--- config.mk ---
export PLATFORM = sky130hd
export DESIGN_NAME = watchdog_timer_control
export DESIGN_NICKNAME = d
export VERILOG_FILES = /design/src/watchdog_pkg.sv /design/src/watchdog_sync.sv /design/src/watchdog_counter.sv /design/src/watchdog_timer_control.sv
export SDC_FILE = /design/constraint.sdc
export NUM_CORES = 1
export LEC_CHECK = 0
export BUFFER_PORTS_ARGS = -buffer_cell sky130_fd_sc_hd__buf_2
export CAP_MARGIN = 40
export CORE_ASPECT_RATIO = 0.8
export CORE_MARGIN = 2
export CORE_UTILIZATION = 57
export CTS_CLUSTER_SIZE = 30
export DETAILED_ROUTE_END_ITERATION = 10
export GPL_TIMING_DRIVEN = 1
export HOLD_SLACK_MARGIN = 0.15
export PLACE_DENSITY = 0.87
export SLEW_MARGIN = 20
export SYNTH_ARGS = -nofsm -noshare
export SYNTH_HDL_FRONTEND = slang
export SYNTH_HIERARCHICAL = 1
export SYNTH_SLANG_ARGS = --single-unit
--- constraint.sdc ---
create_clock -name pclk -period 11.65 [get_ports pclk]
set_clock_uncertainty 0.05 [all_clocks]
set_input_delay 0.5825 -clock pclk [delete_from_list [all_inputs] [get_ports pclk]]
set_output_delay 0.5825 -clock pclk [all_outputs]
set_load 0.05 [all_outputs]
--- src/watchdog_pkg.sv ---
`default_nettype none
package watchdog_pkg;

  localparam logic [7:0] CTRL_OFFSET   = 8'h00;
  localparam logic [7:0] STATUS_OFFSET = 8'h04;

  localparam int unsigned FLAG_BIT     = 7;
  localparam int unsigned IRQ_EN_BIT   = 6;
  localparam int unsigned PSC_MSB_BIT  = 5;
  localparam int unsigned UNLOCK_BIT   = 4;
  localparam int unsigned RST_EN_BIT   = 3;
  localparam int unsigned PSC_LOW_HI   = 2;
  localparam int unsigned PSC_LOW_LO   = 0;

  localparam int unsigned STAT_MODE_LO = 0;
  localparam int unsigned STAT_WINDOW  = 2;
  localparam int unsigned STAT_IRQ     = 3;
  localparam int unsigned STAT_FUSE    = 4;

  localparam logic       FLAG_RESET     = 1'b0;
  localparam logic       IRQ_EN_RESET   = 1'b0;
  localparam logic       RST_EN_RESET   = 1'b0;
  localparam logic [3:0] PRESCALE_RESET = 4'h0;

  localparam logic [2:0] UNLOCK_CYCLES     = 3'h4;
  localparam int unsigned COUNT_W          = 21;
  localparam logic [4:0] BASE_TIMEOUT_LOG2 = 5'h0B;
  localparam logic [3:0] PRESCALE_MAX_CODE = 4'h9;
  localparam logic [15:0] RESET_VECTOR_ADDR = 16'h0000;

  typedef enum logic [1:0] {
    MODE_STOPPED   = 2'b00,
    MODE_IRQ       = 2'b01,
    MODE_IRQ_RESET = 2'b11,
    MODE_RESET     = 2'b10
  } mode_t;

  // Terminal count: oscillator cycles of the selected time-out, minus one
  function automatic logic [COUNT_W-1:0] prescale_term(input logic [3:0] code);
    logic [3:0]         code_eff;
    logic [COUNT_W-1:0] one;
    code_eff = (code > PRESCALE_MAX_CODE) ? PRESCALE_MAX_CODE : code;
    one      = COUNT_W'(1);
    return (one << (BASE_TIMEOUT_LOG2 + {1'b0, code_eff})) - one;
  endfunction : prescale_term

endpackage : watchdog_pkg
`default_nettype wire

--- src/watchdog_sync.sv ---
`default_nettype none
module watchdog_sync #(
  parameter int unsigned WIDTH = 1
) (
  input  wire logic             clk,
  input  wire logic             rst_n,
  input  wire logic [WIDTH-1:0] async_in,
  output logic      [WIDTH-1:0] sync_out
);

  logic [WIDTH-1:0] meta_q;

  // First stage feeds only the second stage
  always_ff @(posedge clk or negedge rst_n) begin
    if (!rst_n) begin
      meta_q   <= '0;
      sync_out <= '0;
    end else begin
      meta_q   <= async_in;
      sync_out <= meta_q;
    end
  end

endmodule : watchdog_sync
`default_nettype wire

--- src/watchdog_counter.sv ---
`default_nettype none
module watchdog_counter (
  input  wire logic       clk,
  input  wire logic       rst_n,
  input  wire logic       tick,
  input  wire logic       clear,
  input  wire logic [3:0] code,
  output logic            expire
);

  logic [watchdog_pkg::COUNT_W-1:0] count_q;
  logic [watchdog_pkg::COUNT_W-1:0] count_d;
  logic [watchdog_pkg::COUNT_W-1:0] term;
  logic                             at_term;

  assign term    = watchdog_pkg::prescale_term(code);
  // Compare with >= so a shorter time-out chosen mid-count still expires
  assign at_term = (count_q >= term);
  assign count_d = clear ? '0 : (tick ? (at_term ? '0 : count_q + 1'b1) : count_q);

  always_ff @(posedge clk or negedge rst_n) begin
    if (!rst_n) begin
      count_q <= '0;
      expire  <= 1'b0;
    end else begin
      count_q <= count_d;
      expire  <= tick & at_term & ~clear;
    end
  end
endmodule : watchdog_counter
`default_nettype wire

--- src/watchdog_timer_control.sv ---
`default_nettype none
// Summary of operation
// - Control byte: flag 7, irq enable 6, prescale msb 5, unlock 4, reset enable 3
// - Time-out in an interrupt mode sets the interrupt flag
// - CPU vectoring to the watchdog handler clears the flag
// - Writing one clears the flag; writing zero leaves it
// - Interrupt request needs CPU global enable and watchdog irq enable
// - Enables decode: stopped, interrupt, reset, interrupt then reset
// - Interrupt-and-reset: first time-out sets flag; vectoring clears enable and flag
// - Interrupt-and-reset: unserviced flag at next time-out issues system reset
// - Clock monitor with any enable forces reset mode, no interrupt
// - Always-on fuse forces reset mode regardless of enable bits
// - Reset enable clear or prescale change only while unlock set
// - Unlock clears itself four clock cycles after being written
// - Reset-cause flag forces reset enable to one
// - Prescale code selects 2048 oscillator cycles doubling up to 1048576
// - Watchdog system reset goes to reset vector address zero
// - Counter counts a separate slow oscillator, not the system clock
module watchdog_timer_control (
  input  wire logic        pclk,
  input  wire logic        presetn,
  input  wire logic [7:0]  paddr,
  input  wire logic        psel,
  input  wire logic        penable,
  input  wire logic        pwrite,
  input  wire logic [31:0] pwdata,
  output logic      [31:0] prdata,
  output logic             pready,
  output logic             pslverr,
  input  wire logic        wdog_osc,
  input  wire logic        wdr_strobe,
  input  wire logic        cpu_global_irq_en,
  input  wire logic        irq_vector_ack,
  input  wire logic        always_on_fuse,
  input  wire logic        clock_monitor_on,
  input  wire logic        timeout_reset_cause_flag,
  output logic             timeout_irq_req,
  output logic             system_reset_req,
  output logic      [15:0] reset_vector_addr
);

  logic                     osc_s;
  logic                     fuse_s;
  logic                     clkmon_s;
  logic                     osc_prev_q;
  logic                     tick;
  logic                     expire;

  logic                     flag_q;
  logic                     flag_d;
  logic                     irq_en_q;
  logic                     irq_en_d;
  logic                     rst_en_q;
  logic                     rst_en_d;
  logic [3:0]               prescale_q;
  logic [3:0]               prescale_d;
  logic [2:0]               window_q;
  logic [2:0]               window_d;
  logic [31:0]              prdata_q;
  logic                     reset_q;
  logic [15:0]              vector_q;

  watchdog_pkg::mode_t      mode;
  logic                     any_enable;
  logic                     irq_mode;
  logic                     window_open;
  logic                     sel_ctrl;
  logic                     sel_stat;
  logic                     unmapped;
  logic                     access;
  logic                     wr_ctrl;
  logic                     unlock_wr;
  logic                     set_flag;
  logic                     clr_flag;
  logic                     fire_reset;
  logic [7:0]               ctrl_rd;
  logic [7:0]               stat_rd;
  logic [31:0]              rd_data;

  // Oscillator, fuse and monitor come from outside this clock
  watchdog_sync #(
    .WIDTH (3)
  ) watchdog_sync_inst (
    .clk      (pclk),
    .rst_n    (presetn),
    .async_in ({wdog_osc, always_on_fuse, clock_monitor_on}),
    .sync_out ({osc_s, fuse_s, clkmon_s})
  );

  assign tick = osc_s & ~osc_prev_q;

  watchdog_counter watchdog_counter_inst (
    .clk    (pclk),
    .rst_n  (presetn),
    .tick   (tick),
    .clear  (wdr_strobe | (mode == watchdog_pkg::MODE_STOPPED)),
    .code   (prescale_q),
    .expire (expire)
  );

  // Mode decode
  assign any_enable = fuse_s | rst_en_q | irq_en_q;
  assign mode = (clkmon_s & any_enable) ? watchdog_pkg::MODE_RESET :
                fuse_s                  ? watchdog_pkg::MODE_RESET :
                watchdog_pkg::mode_t'({rst_en_q, irq_en_q});
  assign irq_mode = (mode == watchdog_pkg::MODE_IRQ) | (mode == watchdog_pkg::MODE_IRQ_RESET);

  // APB decode, zero wait states
  assign sel_ctrl  = (paddr == watchdog_pkg::CTRL_OFFSET);
  assign sel_stat  = (paddr == watchdog_pkg::STATUS_OFFSET);
  assign unmapped  = ~sel_ctrl & ~sel_stat;
  assign access    = psel & penable;
  assign wr_ctrl   = access & pwrite & sel_ctrl;
  assign unlock_wr = wr_ctrl & pwdata[watchdog_pkg::UNLOCK_BIT]
                     & pwdata[watchdog_pkg::RST_EN_BIT];
  assign pready    = 1'b1;
  assign pslverr   = access & unmapped;
  assign prdata    = prdata_q;

  assign window_open = (window_q != 3'h0);

  // Time-out actions
  assign set_flag   = expire & ((mode == watchdog_pkg::MODE_IRQ) |
                      ((mode == watchdog_pkg::MODE_IRQ_RESET) & ~flag_q));
  assign fire_reset = expire & ((mode == watchdog_pkg::MODE_RESET) |
                      ((mode == watchdog_pkg::MODE_IRQ_RESET) & flag_q));
  assign clr_flag   = irq_vector_ack | (wr_ctrl & pwdata[watchdog_pkg::FLAG_BIT]);
  // A time-out in the same cycle as a clear is kept
  assign flag_d     = set_flag | (flag_q & ~clr_flag);

  // Vectoring in interrupt-and-reset drops the enable; a later write re-arms it
  assign irq_en_d = fuse_s ? 1'b0 :
                    wr_ctrl ? pwdata[watchdog_pkg::IRQ_EN_BIT] :
                    (irq_vector_ack & (mode == watchdog_pkg::MODE_IRQ_RESET)) ? 1'b0 :
                    irq_en_q;

  // Setting the reset enable is always allowed, clearing only in the window
  assign rst_en_d = timeout_reset_cause_flag ? 1'b1 :
                    (wr_ctrl & pwdata[watchdog_pkg::RST_EN_BIT]) ? 1'b1 :
                    (wr_ctrl & window_open) ? 1'b0 :
                    rst_en_q;

  assign prescale_d = (wr_ctrl & window_open) ?
                      {pwdata[watchdog_pkg::PSC_MSB_BIT],
                       pwdata[watchdog_pkg::PSC_LOW_HI:watchdog_pkg::PSC_LOW_LO]} :
                      prescale_q;

  assign window_d = unlock_wr   ? watchdog_pkg::UNLOCK_CYCLES :
                    window_open ? window_q - 3'h1 : 3'h0;

  assign ctrl_rd = {flag_q, irq_en_q, prescale_q[3], window_open,
                    rst_en_q | fuse_s, prescale_q[2:0]};
  assign stat_rd = {3'h0, fuse_s, timeout_irq_req, window_open, mode};
  assign rd_data = sel_ctrl ? {24'h0, ctrl_rd} :
                   sel_stat ? {24'h0, stat_rd} : 32'h0;

  assign timeout_irq_req   = flag_q & irq_en_q & cpu_global_irq_en & irq_mode;
  assign system_reset_req  = reset_q;
  assign reset_vector_addr = vector_q;

  always_ff @(posedge pclk or negedge presetn) begin
    if (!presetn) begin
      flag_q     <= watchdog_pkg::FLAG_RESET;
      irq_en_q   <= watchdog_pkg::IRQ_EN_RESET;
      rst_en_q   <= watchdog_pkg::RST_EN_RESET;
      prescale_q <= watchdog_pkg::PRESCALE_RESET;
      window_q   <= 3'h0;
    end else begin
      flag_q     <= flag_d;
      irq_en_q   <= irq_en_d;
      rst_en_q   <= rst_en_d;
      prescale_q <= prescale_d;
      window_q   <= window_d;
    end
  end

  always_ff @(posedge pclk or negedge presetn) begin
    if (!presetn) begin
      osc_prev_q <= 1'b0;
      reset_q    <= 1'b0;
      vector_q   <= watchdog_pkg::RESET_VECTOR_ADDR;
      prdata_q   <= 32'h0;
    end else begin
      osc_prev_q <= osc_s;
      reset_q    <= fire_reset;
      vector_q   <= watchdog_pkg::RESET_VECTOR_ADDR;
      if (psel & ~penable & ~pwrite) begin
        prdata_q <= rd_data;
      end
    end
  end
endmodule : watchdog_timer_control
`default_nettype wire

-- Yosys cells after proc, flatten, opt, wreduce, memory -nomap -nowiden
Index checks and enable logic that the tools add are counted.
- register bits after elaboration: 72
- bits in latches: 0
- RAM bits: 0
- bits in read-only memories: 0
- bits of input ports: 52
- logic and storage cells: 86
- memories kept: 0
- $add $sub $neg: 4
- multiply operators: 0
- divide/modulo/power cells: 0
- order comparisons: 2
- equality and inequality tests: 4
- shift-type cells: 1
- multiplexer cells: 16
- bitwise gates (word level): 41
- reductions and logical operators: 6
- operators by type and width (cell ; count):
    $mux W21 ; 3
    $and A1 B1 Y1 ; 25
    $add A21 B1 Y21 const B ; 1
    $ge A21 B21 Y1 ; 1
    $shl A1 B5 Y21 const A ; 1
    $sub A21 B1 Y21 const B ; 1
    $reduce_bool A3 Y1 ; 3
    $eq A8 B3 Y1 const B ; 1
    $logic_not A8 Y1 ; 1
    $mux W8 ; 1
    $not A1 Y1 ; 8
    $or A1 B1 Y1 ; 8
    $mux W1 ; 6
    $mux W3 ; 2
    $add A4 B4 Y5 const A ; 1
    $mux W5 ; 1
    $eq A2 B2 Y1 const B ; 2
    $gt A4 B4 Y1 const B ; 1
    $mux W2 ; 2
    $mux W4 ; 1
    $sub A3 B1 Y3 const B ; 1
    $eq A2 B1 Y1 const B ; 1
    $logic_not A2 Y1 ; 1
    $reduce_bool A2 Y1 ; 1

-- Longest topological paths before layout
Gate-level depths: netlist of run 1.
- depth in word-level cells: 9
- mapped depth: 19

-- Modules after synthesis
Netlist of run 1, hierarchy kept.
- modules (own cells, without submodules) (module ; instances ; cells an instance ; area each (um^2)):
    watchdog_counter ; 1 ; 271 ; 2155.8
    watchdog_timer_control ; 1 ; 130 ; 1290.0
    watchdog_sync ; 1 ; 6 ; 150.1

-- Worst setup path before layout of run 1
No wires, ideal clock.
- path type: reg2reg
- start point: register prescale_q[3]
- end point: register watchdog_counter_inst/count_q[3] in the netlist's numbering
- data arrival time: 3.577 ns
- data required time: 11.472 ns
- setup slack: 7.895 ns
- cell stages (with the launch flop): 17
- path buffers: 4
- cell sequence: dfrtp_1 > clkbuf_1 > a21oi_1 > ha_1 > clkbuf_1 > inv_1 > or3_1 > xnor2_1 > ha_1 > nand4_1 > nor4_1 > a221oi_1 > and4b_1 > buf_6 > buf_2 > a31oi_1 > o31ai_1
- longest elaborated chain between the ends: 9
- ends and longest elaborated chain (element ; RTL line ; RTL):
    start, declared ; watchdog_timer_control.sv:55 ; logic [3:0] prescale_q;
    start signal, assigned ; watchdog_timer_control.sv:166 ; prescale_q <= watchdog_pkg::PRESCALE_RESET;
    start signal, assigned ; watchdog_timer_control.sv:172 ; prescale_q <= prescale_d;
    $gt A4 B4 Y1 ; watchdog_pkg.sv:42 ; code_eff = (code > PRESCALE_MAX_CODE) ? PRESCALE_MAX_CODE : code;
    $mux W4 (*) ; watchdog_pkg.sv:42 ;
    $add A4 B4 Y5 (*) ; watchdog_pkg.sv:44 ; return (one << (BASE_TIMEOUT_LOG2 + {1'b0, code_eff})) - one;
    $shl A1 B5 Y21 (*) ; watchdog_pkg.sv:44 ;
    $sub A21 B1 Y21 (*) ; watchdog_pkg.sv:44 ;
    $ge A21 B21 Y1 (*) ; watchdog_counter.sv:18 ; assign at_term = (count_q >= term);
    $mux W21 (*) (3 in series) ; watchdog_counter.sv:19 ; assign count_d = clear ? '0 : (tick ? (at_term ? '0 : count_q + 1'b1) : count_q);
    end signal, assigned ; watchdog_counter.sv:26 ; count_q <= count_d;
    end, declared ; watchdog_counter.sv:11 ; logic [watchdog_pkg::COUNT_W-1:0] count_q;
Every way passes the cells marked *; elsewhere a longest branch is shown, timed or not. The select of a mux whose other input is x is not followed.
A chain may end at the register's enable or synchronous reset.

-- Worst setup path after layout of run 1
- start point: register prescale_q[1]
- end point: register watchdog_counter_inst/count_q[20] in the netlist's numbering
The elaborated chain is that of the path after synthesis.

==> results of run 1 <==
[through the flow]
| step | utilization [%] | total power, mW |
|---|---|---|
| after global placement | 60.9 | 0.224 |
| after floorplan | - | 0.226 |
| final | 63.3 | 0.347 |
| after CTS | 63.3 | 0.349 |
| after detailed placement | 61.5 | 0.226 |
| after global routing | 63.3 | 0.361 |
[placed cells by master (no fill, tap or decap), types with 3 or more instances in the layout]
master / instances
dfrtp_1: 48
a21oi_1: 25
and3_1: 4
o311ai_0: 5
inv_1: 14
ha_1: 27
clkbuf_8: 5
or2_2: 5
o21ai_0: 15
buf_2: 38
mux2i_1: 4
nand3_1: 27
and2_1: 4
nand4_1: 5
conb_1: 47
mux2_2: 5
a22oi_1: 3
or4_1: 3
a21o_1: 3
nand2b_1: 3
nor2b_1: 3
a22o_1: 3
nand2_1: 42
or3_1: 4
a31oi_1: 3
nor4_1: 4
nor3_1: 12
nor2_1: 20
o311ai_2: 9
[cell type report]
| cell class | instances | area (um2) | area share [%] |
|---|---|---|---|
| Inverter | 15 | 56.3 | 1.48 |
| Clock inverter | 3 | 42.5 | 1.12 |
| Tap cell | 81 | 101 | 2.67 |
| Multi-Input combinational cell | 328 | 2110 | 55.4 |
| Sequential cell | 48 | 1200 | 31.6 |
| Clock buffer | 5 | 68.8 | 1.81 |
| Timing Repair Buffer | 40 | 225 | 5.92 |
[cells in the mapped netlist, types with 4 or more instances]
cell and number:
a21oi_1 25, and2_1 4, and3_1 4, buf_4 41
clkbuf_1 13, conb_1 4, dfrtp_1 48, ha_1 27
inv_1 14, mux2_2 5, mux2i_1 4, nand2_1 42
nand3_1 27, nand4_1 5, nor2_1 20, nor3_1 12
nor4_1 4, o21ai_0 15, o311ai_0 5, o311ai_2 9
or2_2 5, or3_1 4
[sequential cells by signal (all words and copies together) (netlist names)]
signal / cells
prescale_q: 4
irq_en_q: 1
watchdog_sync_inst/sync_out: 3
flag_q: 1
osc_prev_q: 1
system_reset_req: 1
window_q: 3
watchdog_sync_inst/meta_q: 3
prdata: 8
watchdog_counter_inst/count_q: 21
watchdog_counter_inst/expire: 1
rst_en_q: 1
[worst paths after layout]
check	start	to	depth (start not counted)
max	prescale_q[1]	watchdog_counter_inst/count_q[20]	16
min	presetn	prdata[4]	1
max reg2reg	prescale_q[1]	watchdog_counter_inst/count_q[20]	16
min reg2reg	watchdog_sync_inst/meta_q[1]	watchdog_sync_inst/sync_out[1]	0
max in group asynchronous	presetn	watchdog_counter_inst/count_q[5]	2
min in group pclk	watchdog_sync_inst/meta_q[1]	watchdog_sync_inst/sync_out[1]	0
[where the power goes]
group / internal (mW) / switching [mW]
sequential: 0.168 / 0.00135
clock: 0.0636 / 0.0602
combinational: 0.00937 / 0.0448
[cells by family after synthesis]
| logic type | share of synthesized area, % |
|---|---|
| and+or+nand+nor | 21.6 |
| AOI/OAI and AO/OA | 19.1 |
| adders and majority gates | 9.39 |
| other | 0.417 |
| DFF | 33.4 |
| buffers and inverters | 12.5 |
| xor gates and xnor gates | 0.974 |
| muxes | 2.68 |
[layer usage]
metal / global-route usage [%] / vias up / part of all wire (%)
li1: - / 1449 / -
met1: 31.2 / 1504 / 43
met2: 40.0 / 140 / 49
met3: 4.00 / 17 / 7.1
met4: 9.64 / 0 / 1.7
met5: 0 / - / 0
[worst register-to-register path: stages, from the launching register on]
cell and delay [ns]:
dfrtp_1 0.54, or2_2 0.42, a21oi_1 0.19, ha_1 0.36, nand2_1 0.17, a21oi_1 0.18, o21a_1 0.17, o21ai_0 0.14
o21bai_1 0.19, xnor2_1 0.20, ha_1 0.29, nand4_1 0.15, nor4_1 0.09, a221oi_1 0.39, and4b_1 0.74, nand2_4 0.30
o311ai_0 0.40
==> summary.md, run 1 <==
| Metric | Value |
|---|---|
| RSZ-0062 raised after global routing | `false` |
| Gate Count Post-Synth | `between 400 and 500` |
| Fin crit period | `5.10 ns` |
| Post-route setup slack | `~6.6 ns` |
| Crit Path Category | `flop to flop` |
| Drt via density | `5.98` |
| Nets | `approximately 520` |
| WP buf/inv | `0` |
| Critical path's slowest cell | `and4b_1` |
| Synth top area cells | `dfrtp_1 33%, ha_1 9.4%, buf_4 8.6%` |
| Htree depth | `2` |
| Number of global-route vias before repair | `2940` |
| Crit-path max FO | `17` |
| Ant diodes | `0` |
| Leak | `between 1.5 and 2 nW` |
| Family with the most delay on the worst path | `simple AND/OR/NAND/NOR gates` |
| Fraction of layout cells with a size suffix above 1 | `17.1%` |
| Hold_buf cts | `0` |
| Dpl hpwl | `around 5900 um` |
| Final setup viols | `0` |
| Initial antenna violation count | `0` |
| Outcome | `complete, no violations` |
| Drt drc | `0` |
| Grt ovf | `0` |
| Worst Path Required | `roughly 12 ns` |
| Critical path arrival | `between 5 and 6 ns` |
| Worst-Skew Late Latency | `roughly 0.31 ns` |
| Post-Place Setup Slack | `roughly 6.7 ns` |
| Die H | `75.0 um` |
| First drt pass iteration count | `5` |
| #FFs+latches synth | `48` |
| Final instance area | `3800 um2` |
| IO Count | `around 100` |
| CTS root buffer | `clkbuf_8` |
| CP cell instances | `or2_2 > a21oi_1 > ha_1 > nand2_1 > a21oi_1 > o21a_1 > o21ai_0 > o21bai_1 > xnor2_1 > ha_1 > nand4_1 > nor4_1 > a221oi_1 > and4b_1 > nand2_4 > o311ai_0` |
| Synth warn | `6` |
| DP Area | `around 3700 um2` |
| Post_cts resized | `0` |
| Synth unique cells | `65` |
| Wire per inst | `approximately 15 um` |
| Area grow syn2layout | `5.74%` |
| Least-Margin Pin Slew | `approximately 0.73 ns` |
| Filler cell count | `~500` |
| FFs w/ async S/R, synth | `100%` |
| Area leader, netlist | `dfrtp_1` |
| FMAX | `196 MHz` |
| Hold Fails Final Rpt | `0` |
| Mapped Area | `between 3000 and 4000 um2` |
| CTS Buf Count | `5` |
| EDFF count, synth | `0` |
| Vias | `3110` |
| Final Non-Filler Cells | `520` |
| Final GP Congestion | `just under 0.9` |
| Largest net degree at the start of global routing | `27` |
| Final period util | `43.8%` |
| Core ar. | `approximately 6000 um2` |
| Port Buffers | `38` |
| Setup tns final | `0 ns` |
| Die ar. | `6960 um2` |
| Normalized max-slew margin | `~51%` |
| First-pass GRT wire length | `13100 um` |
| Row count | `25` |
| Syn Area/Cell | `8.84 um2` |
| Tot GR Track Use | `23.8%` |
| Initial DRC count | `285` |
| Sequential area share after synthesis | `33.4%` |
| Clock slew at reported path FFs | `0.10 ns` |
| Longest Clk Path Bufs | `2` |
| Fin Hold WS | `0.240 ns` |
| CP max stage delay | `between 0.7 and 0.8 ns` |
| CTS Sinks | `48` |
| Pwr/cell area | `between 90 and 100 nW/um2` |
| TritonCTS clock tree | `built` |
| Worst setup EP type | `flop` |
| Crit start category | `flop` |
| Top-area cell type share of the netlist area | `between 30% and 40%` |
| Initial Util | `about three fifths` |
| Worst hold-check path type | `input pin to async pin` |
| Pins Over Slew Limit | `0` |
| Reg2Reg Setup Slack | `6.55 ns` |
| Max_cap viols | `0` |
| Prevailing post-synth register cell | `dfrtp_1` |
| Placed Cells | `between 500 and 600` |
| Final ANT Viol Nets | `0` |
| Chip width | `~93 um` |
| Postcts setup bufs | `0` |
| Maximum VDD drop | `0.0000550 V` |
| Final WL | `7890 um` |
(Power assumes the default switching activity.)
==> inputs of run 2 (changes only) <==
Settings changed: ABC_AREA from default to 1, CORE_UTILIZATION 57 to 54, PLACE_DENSITY 0.87 to 0.82.
Clock period 11.65 ns to 5.25 ns, I/O delays scaled along.
==> summary.md, run 2 <==
| Metric | Value |
|---|---|
| Post_cts resized | `0 (unchanged)` |
| Area grow syn2layout | `8.96% (was 5.74%)` |
| RSZ-0062 raised after global routing | `false (unchanged)` |
| Clock slew at reported path FFs | `0.09 ns (was 0.10 ns)` |
| IO Count | `104 (unchanged)` |
| EDFF count, synth | `0 (unchanged)` |
| Initial antenna violation count | `0 (unchanged)` |
| Postcts setup bufs | `0 (unchanged)` |
| Most common library cell in the layout ignoring fill and taps | `nand2_1 (was dfrtp_1)` |
| Most frequent cells in the layout | `141 x nand2_1, 56 x inv_1, 48 x dfrtp_1 (was 48 x dfrtp_1, 47 x conb_1, 42 x nand2_1)` |
| Crit start category | `flop (unchanged)` |
| Fraction of layout cells with a size suffix above 1 | `16.4% (was 17.1%)` |
| Final GP Congestion | `0.875 (was 0.884)` |
| Sequential area share after synthesis | `30.9% (was 33.4%)` |
| Synth top area cells | `dfrtp_1 31%, nand2_1 14%, ha_1 8.7% (was dfrtp_1 33%, ha_1 9.4%, buf_4 8.6%)` |
| Synth warn | `6 (unchanged)` |
| Leak | `2.28 nW (was 1.77 nW)` |
| DP Area | `4020 um2 (was 3690 um2)` |
| Top-area cell type share of the netlist area | `30.9% (was 33.4%)` |
| Worst setup EP type | `flop (unchanged)` |
| Area leader, netlist | `dfrtp_1 (unchanged)` |
| Final setup viols | `0 (unchanged)` |
| Most flops, register | `watchdog_counter_inst/count_q (unchanged)` |
| Crit-path max FO | `20 (was 17)` |
| Dpl hpwl | `5960 um (was 5890 um)` |
| Core ar. | `6930 um2 (was 6010 um2)` |
| Most frequent cell after synthesis | `nand2_1 (was dfrtp_1)` |
| Grt ovf | `0 (unchanged)` |
| #FFs+latches synth | `48 (unchanged)` |
| Critical path arrival | `4.61 ns (was 5.24 ns)` |
| Drt drc | `0 (unchanged)` |
| Final WL | `7590 um (was 7890 um)` |
| Drt via density | `5.03 (was 5.98)` |
| Hold Fails Final Rpt | `0 (unchanged)` |
| Worst Path Required | `5.40 ns (was 11.79 ns)` |
| Wire per inst | `11.6 um (was 15.2 um)` |
| Chip width | `98.8 um (was 92.8 um)` |
| Final period util | `85.0% (was 43.8%)` |
| Prevailing post-synth register cell | `dfrtp_1 (unchanged)` |
| Pins Over Slew Limit | `0 (unchanged)` |
| Pwr/cell area | `190 nW/um2 (was 91.4 nW/um2)` |
| TritonCTS clock tree | `built (unchanged)` |
| Max_cap viols | `0 (unchanged)` |
| Total Power | `0.803 mW (was 0.347 mW)` |
| Worst-Skew Late Latency | `0.30 ns (was 0.31 ns)` |
| Worst hold-check path type | `input pin to flop (was input pin to async pin)` |
| Initial DRC count | `195 (was 285)` |
| First-pass GRT wire length | `13000 um (was 13100 um)` |
| Ant diodes | `0 (unchanged)` |
| Row count | `27 (was 25)` |
| Mapped Area | `3880 um2 (was 3600 um2)` |
| FMAX | `224 MHz (was 196 MHz)` |
| Maximum VDD drop | `0.000134 V (was 0.0000550 V)` |
| Fin crit period | `4.46 ns (was 5.10 ns)` |
| Post-Place Setup Slack | `0.894 ns (was 6.74 ns)` |
| CTS root buffer | `clkbuf_8 (unchanged)` |
| Final instance area | `4230 um2 (was 3800 um2)` |
| Die ar. | `7890 um2 (was 6960 um2)` |
| Synth unique cells | `38 (was 65)` |
| Least-Margin Pin Slew | `0.784 ns (was 0.729 ns)` |
| Nets | `645 (was 517)` |
| Normalized max-slew margin | `47.6% (was 51.4%)` |
| Tot GR Track Use | `20.1% (was 23.8%)` |
| Post-route setup slack | `0.788 ns (was 6.55 ns)` |
| Outcome | `complete, no violations (unchanged)` |
| Port Buffers | `38 (unchanged)` |
| Die H | `79.9 um (was 75.0 um)` |
| Setup tns final | `0 ns (unchanged)` |
| Crit Path Category | `flop to flop (unchanged)` |
| Largest net degree at the start of global routing | `28 (was 27)` |
| CTS Buf Count | `5 (unchanged)` |
| FFs w/ async S/R, synth | `100% (unchanged)` |
| Syn Area/Cell | `7.56 um2 (was 8.84 um2)` |
| First drt pass iteration count | `4 (was 5)` |
| Commonest cells in the netlist | `141 x nand2_1, 56 x inv_1, 48 x dfrtp_1 (was 48 x dfrtp_1, 42 x nand2_1, 41 x buf_4)` |
| Max FFs per register | `21 (unchanged)` |
| Gate Count Post-Synth | `514 (was 407)` |
| Initial Util | `56.1% (was 59.9%)` |
| Final ANT Viol Nets | `0 (unchanged)` |
| Htree depth | `2 (unchanged)` |
| CTS Sinks | `48 (unchanged)` |
| Vias | `3287 (was 3110)` |
| Number of global-route vias before repair | `2948 (was 2940)` |
| Longest Clk Path Bufs | `2 (unchanged)` |
[run 2: final timing paths]
check / to / cells after the start / slack (ns) / from
setup / recovery: watchdog_counter_inst/count_q[15] / 24 / 0.79 / prescale_q[1]
hold / removal: flag_q / 4 / 0.17 / irq_vector_ack
setup reg to reg: watchdog_counter_inst/count_q[15] / 24 / 0.79 / prescale_q[1]
hold reg to reg: watchdog_sync_inst/sync_out[1] / 0 / 0.30 / watchdog_sync_inst/meta_q[1]
max in group asynchronous: watchdog_counter_inst/count_q[4] / 3 / 4.20 / presetn
min in group asynchronous: watchdog_counter_inst/count_q[17] / 2 / 0.43 / presetn
[run 2: logic make-up (layout without fill, tap and decap cells)]
logic type	after synthesis	count (layout)	synth area share (%)
AND/OR/NAND/NOR	259	259	33.4
buffers and inverters	110	120	15.3
flip-flops	48	48	30.9
AO/OA/AOI/OAI	42	42	5.86
adder cells (fa/ha/maj)	27	27	8.70
XOR/XNOR	24	24	5.41
other	4	47	0.386
[run 2: power by group]
group / internal (mW) / switching, mW / total [mW]
Clock: 0.156 / 0.122 / 0.277
Sequential: 0.377 / 0.00490 / 0.382
Combinational: 0.0316 / 0.112 / 0.144
Total: 0.564 / 0.239 / 0.803
[run 2: stage by stage]
| stage | hold slack (ns) | utilization, % | instances |
|---|---|---|---|
| finish | 0.174 | 61.1 | 654 |
| global route | 0.187 | 61.1 | 654 |
| CTS | 0.162 | 61.1 | 654 |
| detailed placement | 0.210 | 58.0 | 637 |
| global placement | 0.282 | 57.8 | 636 |
| floorplan | -0.0831 | - | 557 |
[run 2: metal layers]
metal | track usage (%) | share of wire, %
met5 | 0 | 0
met4 | 4.66 | 0.74
met2 | 34.1 | 48
met3 | 2.63 | 5.0
met1 | 27.4 | 47
[run 2: repair_timing]
action,4_1_cts,5_1_grt
hold endpoints to repair,29,0
setup endpoints to repair,0,0
hold buffers,9,0
[run 2: area by class of cell]
cell class | instances | area (um2)
multi-input cells | 399 | 2250
clock buffers | 6 | 82.6
repair buffers | 49 | 308
clock inverters | 2 | 38.8
inverters | 63 | 244
fillers | 598 | 2690
flip-flops and latches | 48 | 1200
well taps | 87 | 109
[run 2: worst max-delay path: stages, from the launching register on]
cell	delay, ns
dfrtp_1	0.55
o21ai_2	0.28
inv_2	0.08
nor2_2	0.17
nand2_2	0.11
nand2_1	0.06
inv_1	0.05
ha_1	0.37
inv_1	0.12
o2111ai_1	0.20
nand3_2	0.21
inv_1	0.12
nand2_1	0.06
nand2_1	0.05
nand2_1	0.07
ha_1	0.30
nand2_1	0.07
nand2_1	0.05
nand3_1	0.06
nand2_1	0.06
nand2_1	0.05
nand2_1	0.06
nor2_2	0.18
nand3_1	0.58
o21ai_0	0.39
==> inputs of run 3 (changes only) <==
Settings changed: ABC_AREA 1 to 0, CORE_UTILIZATION 54 to 53, PLACE_DENSITY 0.82 to 0.81.
Clock period 5.25 ns to 4.3 ns, I/O delays scaled along.
==> summary.md, run 3 (same netlist as run 1, synthesis figures left out) <==
| Metric | Value |
|---|---|
| Outcome | `complete, no violations (unchanged)` |
| Dpl hpwl | `5620 um (was 5960 um)` |
| Comb power frac | `17.2% (was 17.9%)` |
| Final WL | `7810 um (was 7590 um)` |
| Least-Margin Pin Slew | `0.730 ns (was 0.784 ns)` |
| Worst hold start | `pwdata[7] (was irq_vector_ack)` |
| Crit-path max FO | `16 (was 20)` |
| Core ar. | `6470 um2 (was 6930 um2)` |
| Normalized max-slew margin | `51.0% (was 47.6%)` |
| Switch Pwr | `0.296 mW (was 0.239 mW)` |
| Most common library cell in the layout ignoring fill and taps | `dfrtp_1 (was nand2_1)` |
| Final setup viols | `0 (unchanged)` |
| Chip width | `96.1 um (was 98.8 um)` |
| Max layer used | `met4 (unchanged)` |
| Setup tns final | `0 ns (unchanged)` |
| Area grow syn2layout | `11.5% (was 8.96%)` |
| Longest Clk Path Bufs | `2 (unchanged)` |
| Pwr/cell area | `225 nW/um2 (was 190 nW/um2)` |
| Routed wl met3 | `372 um (was 381 um)` |
| TritonCTS clock tree | `built (unchanged)` |
| Final instance area | `4010 um2 (was 4230 um2)` |
| Worst setup EP type | `flop (unchanged)` |
| Die ar. | `7460 um2 (was 7890 um2)` |
| Hold Fails Final Rpt | `0 (unchanged)` |
| Reg2Reg Depth | `17 (was 24)` |
| Row count | `26 (was 27)` |
| Final period util | `93.1% (was 85.0%)` |
| Worst Hold End | `flag_q (unchanged)` |
| Clk pwr share | `32.0% (was 34.6%)` |
| FMAX | `250 MHz (was 224 MHz)` |
| Crit Path Category | `flop to flop (unchanged)` |
| First drt pass iteration count | `4 (unchanged)` |
| Die H | `77.7 um (was 79.9 um)` |
| Max_cap viols | `0 (unchanged)` |
| Seq pwr share | `50.9% (was 47.6%)` |
| Sw Share | `32.7% (was 29.7%)` |
| Hold path depth | `3 (was 4)` |
| Initial DRC count | `180 (was 195)` |
| DP Area | `3730 um2 (was 4020 um2)` |
| Most flops, register | `watchdog_counter_inst/count_q (unchanged)` |
| Worst reg2reg startpoint | `prescale_q[1] (unchanged)` |
| Ant diodes | `0 (unchanged)` |
| IO Count | `104 (unchanged)` |
| WP buf/inv | `1 (was 4)` |
| Grt ovf | `0 (unchanged)` |
| Initial antenna violation count | `0 (unchanged)` |
| Initial Util | `55.5% (was 56.1%)` |
| Clock slew at reported path FFs | `0.10 ns (was 0.09 ns)` |
| CP max stage delay | `0.38 ns (was 0.58 ns)` |
| Final ANT Viol Nets | `0 (unchanged)` |
| CTS Sinks | `48 (unchanged)` |
| Critical path's slowest cell | `dfrtp_1 (was nand3_1)` |
| Most frequent cells in the layout | `48 x dfrtp_1, 47 x conb_1, 42 x nand2_1 (was 141 x nand2_1, 56 x inv_1, 48 x dfrtp_1)` |
| Maximum VDD drop | `0.000172 V (was 0.000134 V)` |
| Wire per inst | `14.3 um (was 11.6 um)` |
| Port Buffers | `38 (unchanged)` |
| CTS root buffer | `clkbuf_8 (unchanged)` |
| Reg2Reg Setup Slack | `0.30 ns (was 0.79 ns)` |
| Number of global-route vias before repair | `2755 (was 2948)` |
| Tot GR Track Use | `22.1% (was 20.1%)` |
| Nets | `540 (was 645)` |
| Worst Path Required | `4.45 ns (was 5.40 ns)` |
| Crit start category | `flop (unchanged)` |
| Worst-Skew Late Latency | `0.31 ns (was 0.30 ns)` |
| CP cell instances | `or2_2 > a21oi_1 > ha_1 > nand2_1 > a21oi_1 > o21a_1 > o21ai_0 > o21bai_1 > xnor2_1 > ha_1 > nand4_1 > nor4_1 > buf_4 > a221oi_2 > and4b_1 > nand2_4 > o31ai_1 (was o21ai_2 > inv_2 > nor2_2 > nand2_2 > nand2_1 > inv_1 > ha_1 > inv_1 > o2111ai_1 > nand3_2 > inv_1 > nand2_1 > nand2_1 > nand2_1 > ha_1 > nand2_1 > nand2_1 > nand3_1 > nand2_1 > nand2_1 > nand2_1 > nor2_2 > nand3_1 > o21ai_0)` |
| Fraction of layout cells with a size suffix above 1 | `18.8% (was 16.4%)` |
| Htree depth | `2 (unchanged)` |
| Worst R2R End | `watchdog_counter_inst/count_q[3] (was watchdog_counter_inst/count_q[15])` |
| Met1 Wirelength | `3690 um (was 3540 um)` |
| Vias | `3057 (was 3287)` |
| Internal | `0.607 mW (was 0.564 mW)` |
| Met2 Routed Length | `3640 um (was 3610 um)` |
| Drt drc | `0 (unchanged)` |
| Largest net degree at the start of global routing | `49 (was 28)` |
| Worst hold-check path type | `input pin to flop (unchanged)` |
| Max FFs per register | `21 (unchanged)` |
| Final Non-Filler Cells | `546 (was 654)` |
| Leak | `1.87 nW (was 2.28 nW)` |
| Fin crit period | `4.00 ns (was 4.46 ns)` |
| Pins Over Slew Limit | `0 (unchanged)` |
| Family with the most delay on the worst path | `compound AO/OA/AOI/OAI gates (was simple AND/OR/NAND/NOR gates)` |
| Final GP Congestion | `0.925 (was 0.875)` |
| Drt via density | `5.60 (was 5.03)` |
| Placed Cells | `523 (was 637)` |
| First-pass GRT wire length | `13100 um (was 13000 um)` |
| RSZ-0062 raised after global routing | `false (unchanged)` |
| Crit. Startpoint | `prescale_q[1] (unchanged)` |
| CTS Buf Count | `5 (unchanged)` |
| Critical path arrival | `4.15 ns (was 4.61 ns)` |
-- run 3: layer usage --
metal	up-vias	track usage, %
met5	-	0
li1	1498	-
met2	81	33.3
met3	10	3.69
met1	1468	32.4
met4	0	7.00
-- run 3: how the worst max path moves through the flow --
stage                                        to  slack, ns  cells after the start
2_1_floorplan  watchdog_counter_inst/count_q[3]       0.54                     16
3_3_place_gp   watchdog_counter_inst/count_q[4]       0.36                     17
3_5_place_dp   watchdog_counter_inst/count_q[8]       0.20                     17
4_1_cts        watchdog_counter_inst/count_q[8]       0.17                     17
5_1_grt        watchdog_counter_inst/count_q[8]       0.01                     17
6_report       watchdog_counter_inst/count_q[3]       0.30                     17
-- run 3: area by class of cell --
cell class / count / area [um2]
timing repair buffer: 63 / 415
clock buffer: 5 / 68.8
inverter: 15 / 56.3
fill: 547 / 2460
tap: 84 / 105
multi-input combinational: 328 / 2140
sequential: 48 / 1200
clock inverter: 3 / 26.3
-- run 3: worst register-to-register path, stage by stage (launching register included) --
cell      delay, ns
dfrtp_1        0.38
or2_2          0.36
a21oi_1        0.20
ha_1           0.28
nand2_1        0.11
a21oi_1        0.08
o21a_1         0.20
o21ai_0        0.13
o21bai_1       0.17
xnor2_1        0.15
ha_1           0.27
nand4_1        0.16
nor4_1         0.08
buf_4          0.15
a221oi_2       0.28
and4b_1        0.31
nand2_4        0.19
o31ai_1        0.36
-- run 3: through the flow --
stage | power [mW] | utilization, % | setup WS [ns] | hold slack [ns]
floorplan | 0.611 | - | 0.545 | -0.131
global placement | 0.608 | 57.6 | 0.355 | 0.272
detailed placement | 0.611 | 57.7 | 0.197 | 0.274
CTS | 0.911 | 61.5 | 0.168 | 0.178
global route | 0.946 | 61.9 | 0.00978 | 0.193
finish | 0.903 | 61.9 | 0.298 | 0.191
-- run 3: power groups by stage --
stage	Sequential (mW)	Combinational, mW	Clock [mW]
2_1_floorplan	0.468	0.144	0
6_report	0.459	0.155	0.289
3_5_place_dp	0.468	0.143	0
3_3_place_gp	0.468	0.140	0
5_1_grt	0.460	0.167	0.319
4_1_cts	0.459	0.153	0.299
-- run 3: timing repair --
action | in CTS | in global routing
hold buffers | 15 | 0
setup endpoints to repair | 0 | 15
endpoints found under the hold margin | 61 | 0
resized for setup | 0 | 9
buffers inserted | 0 | 0
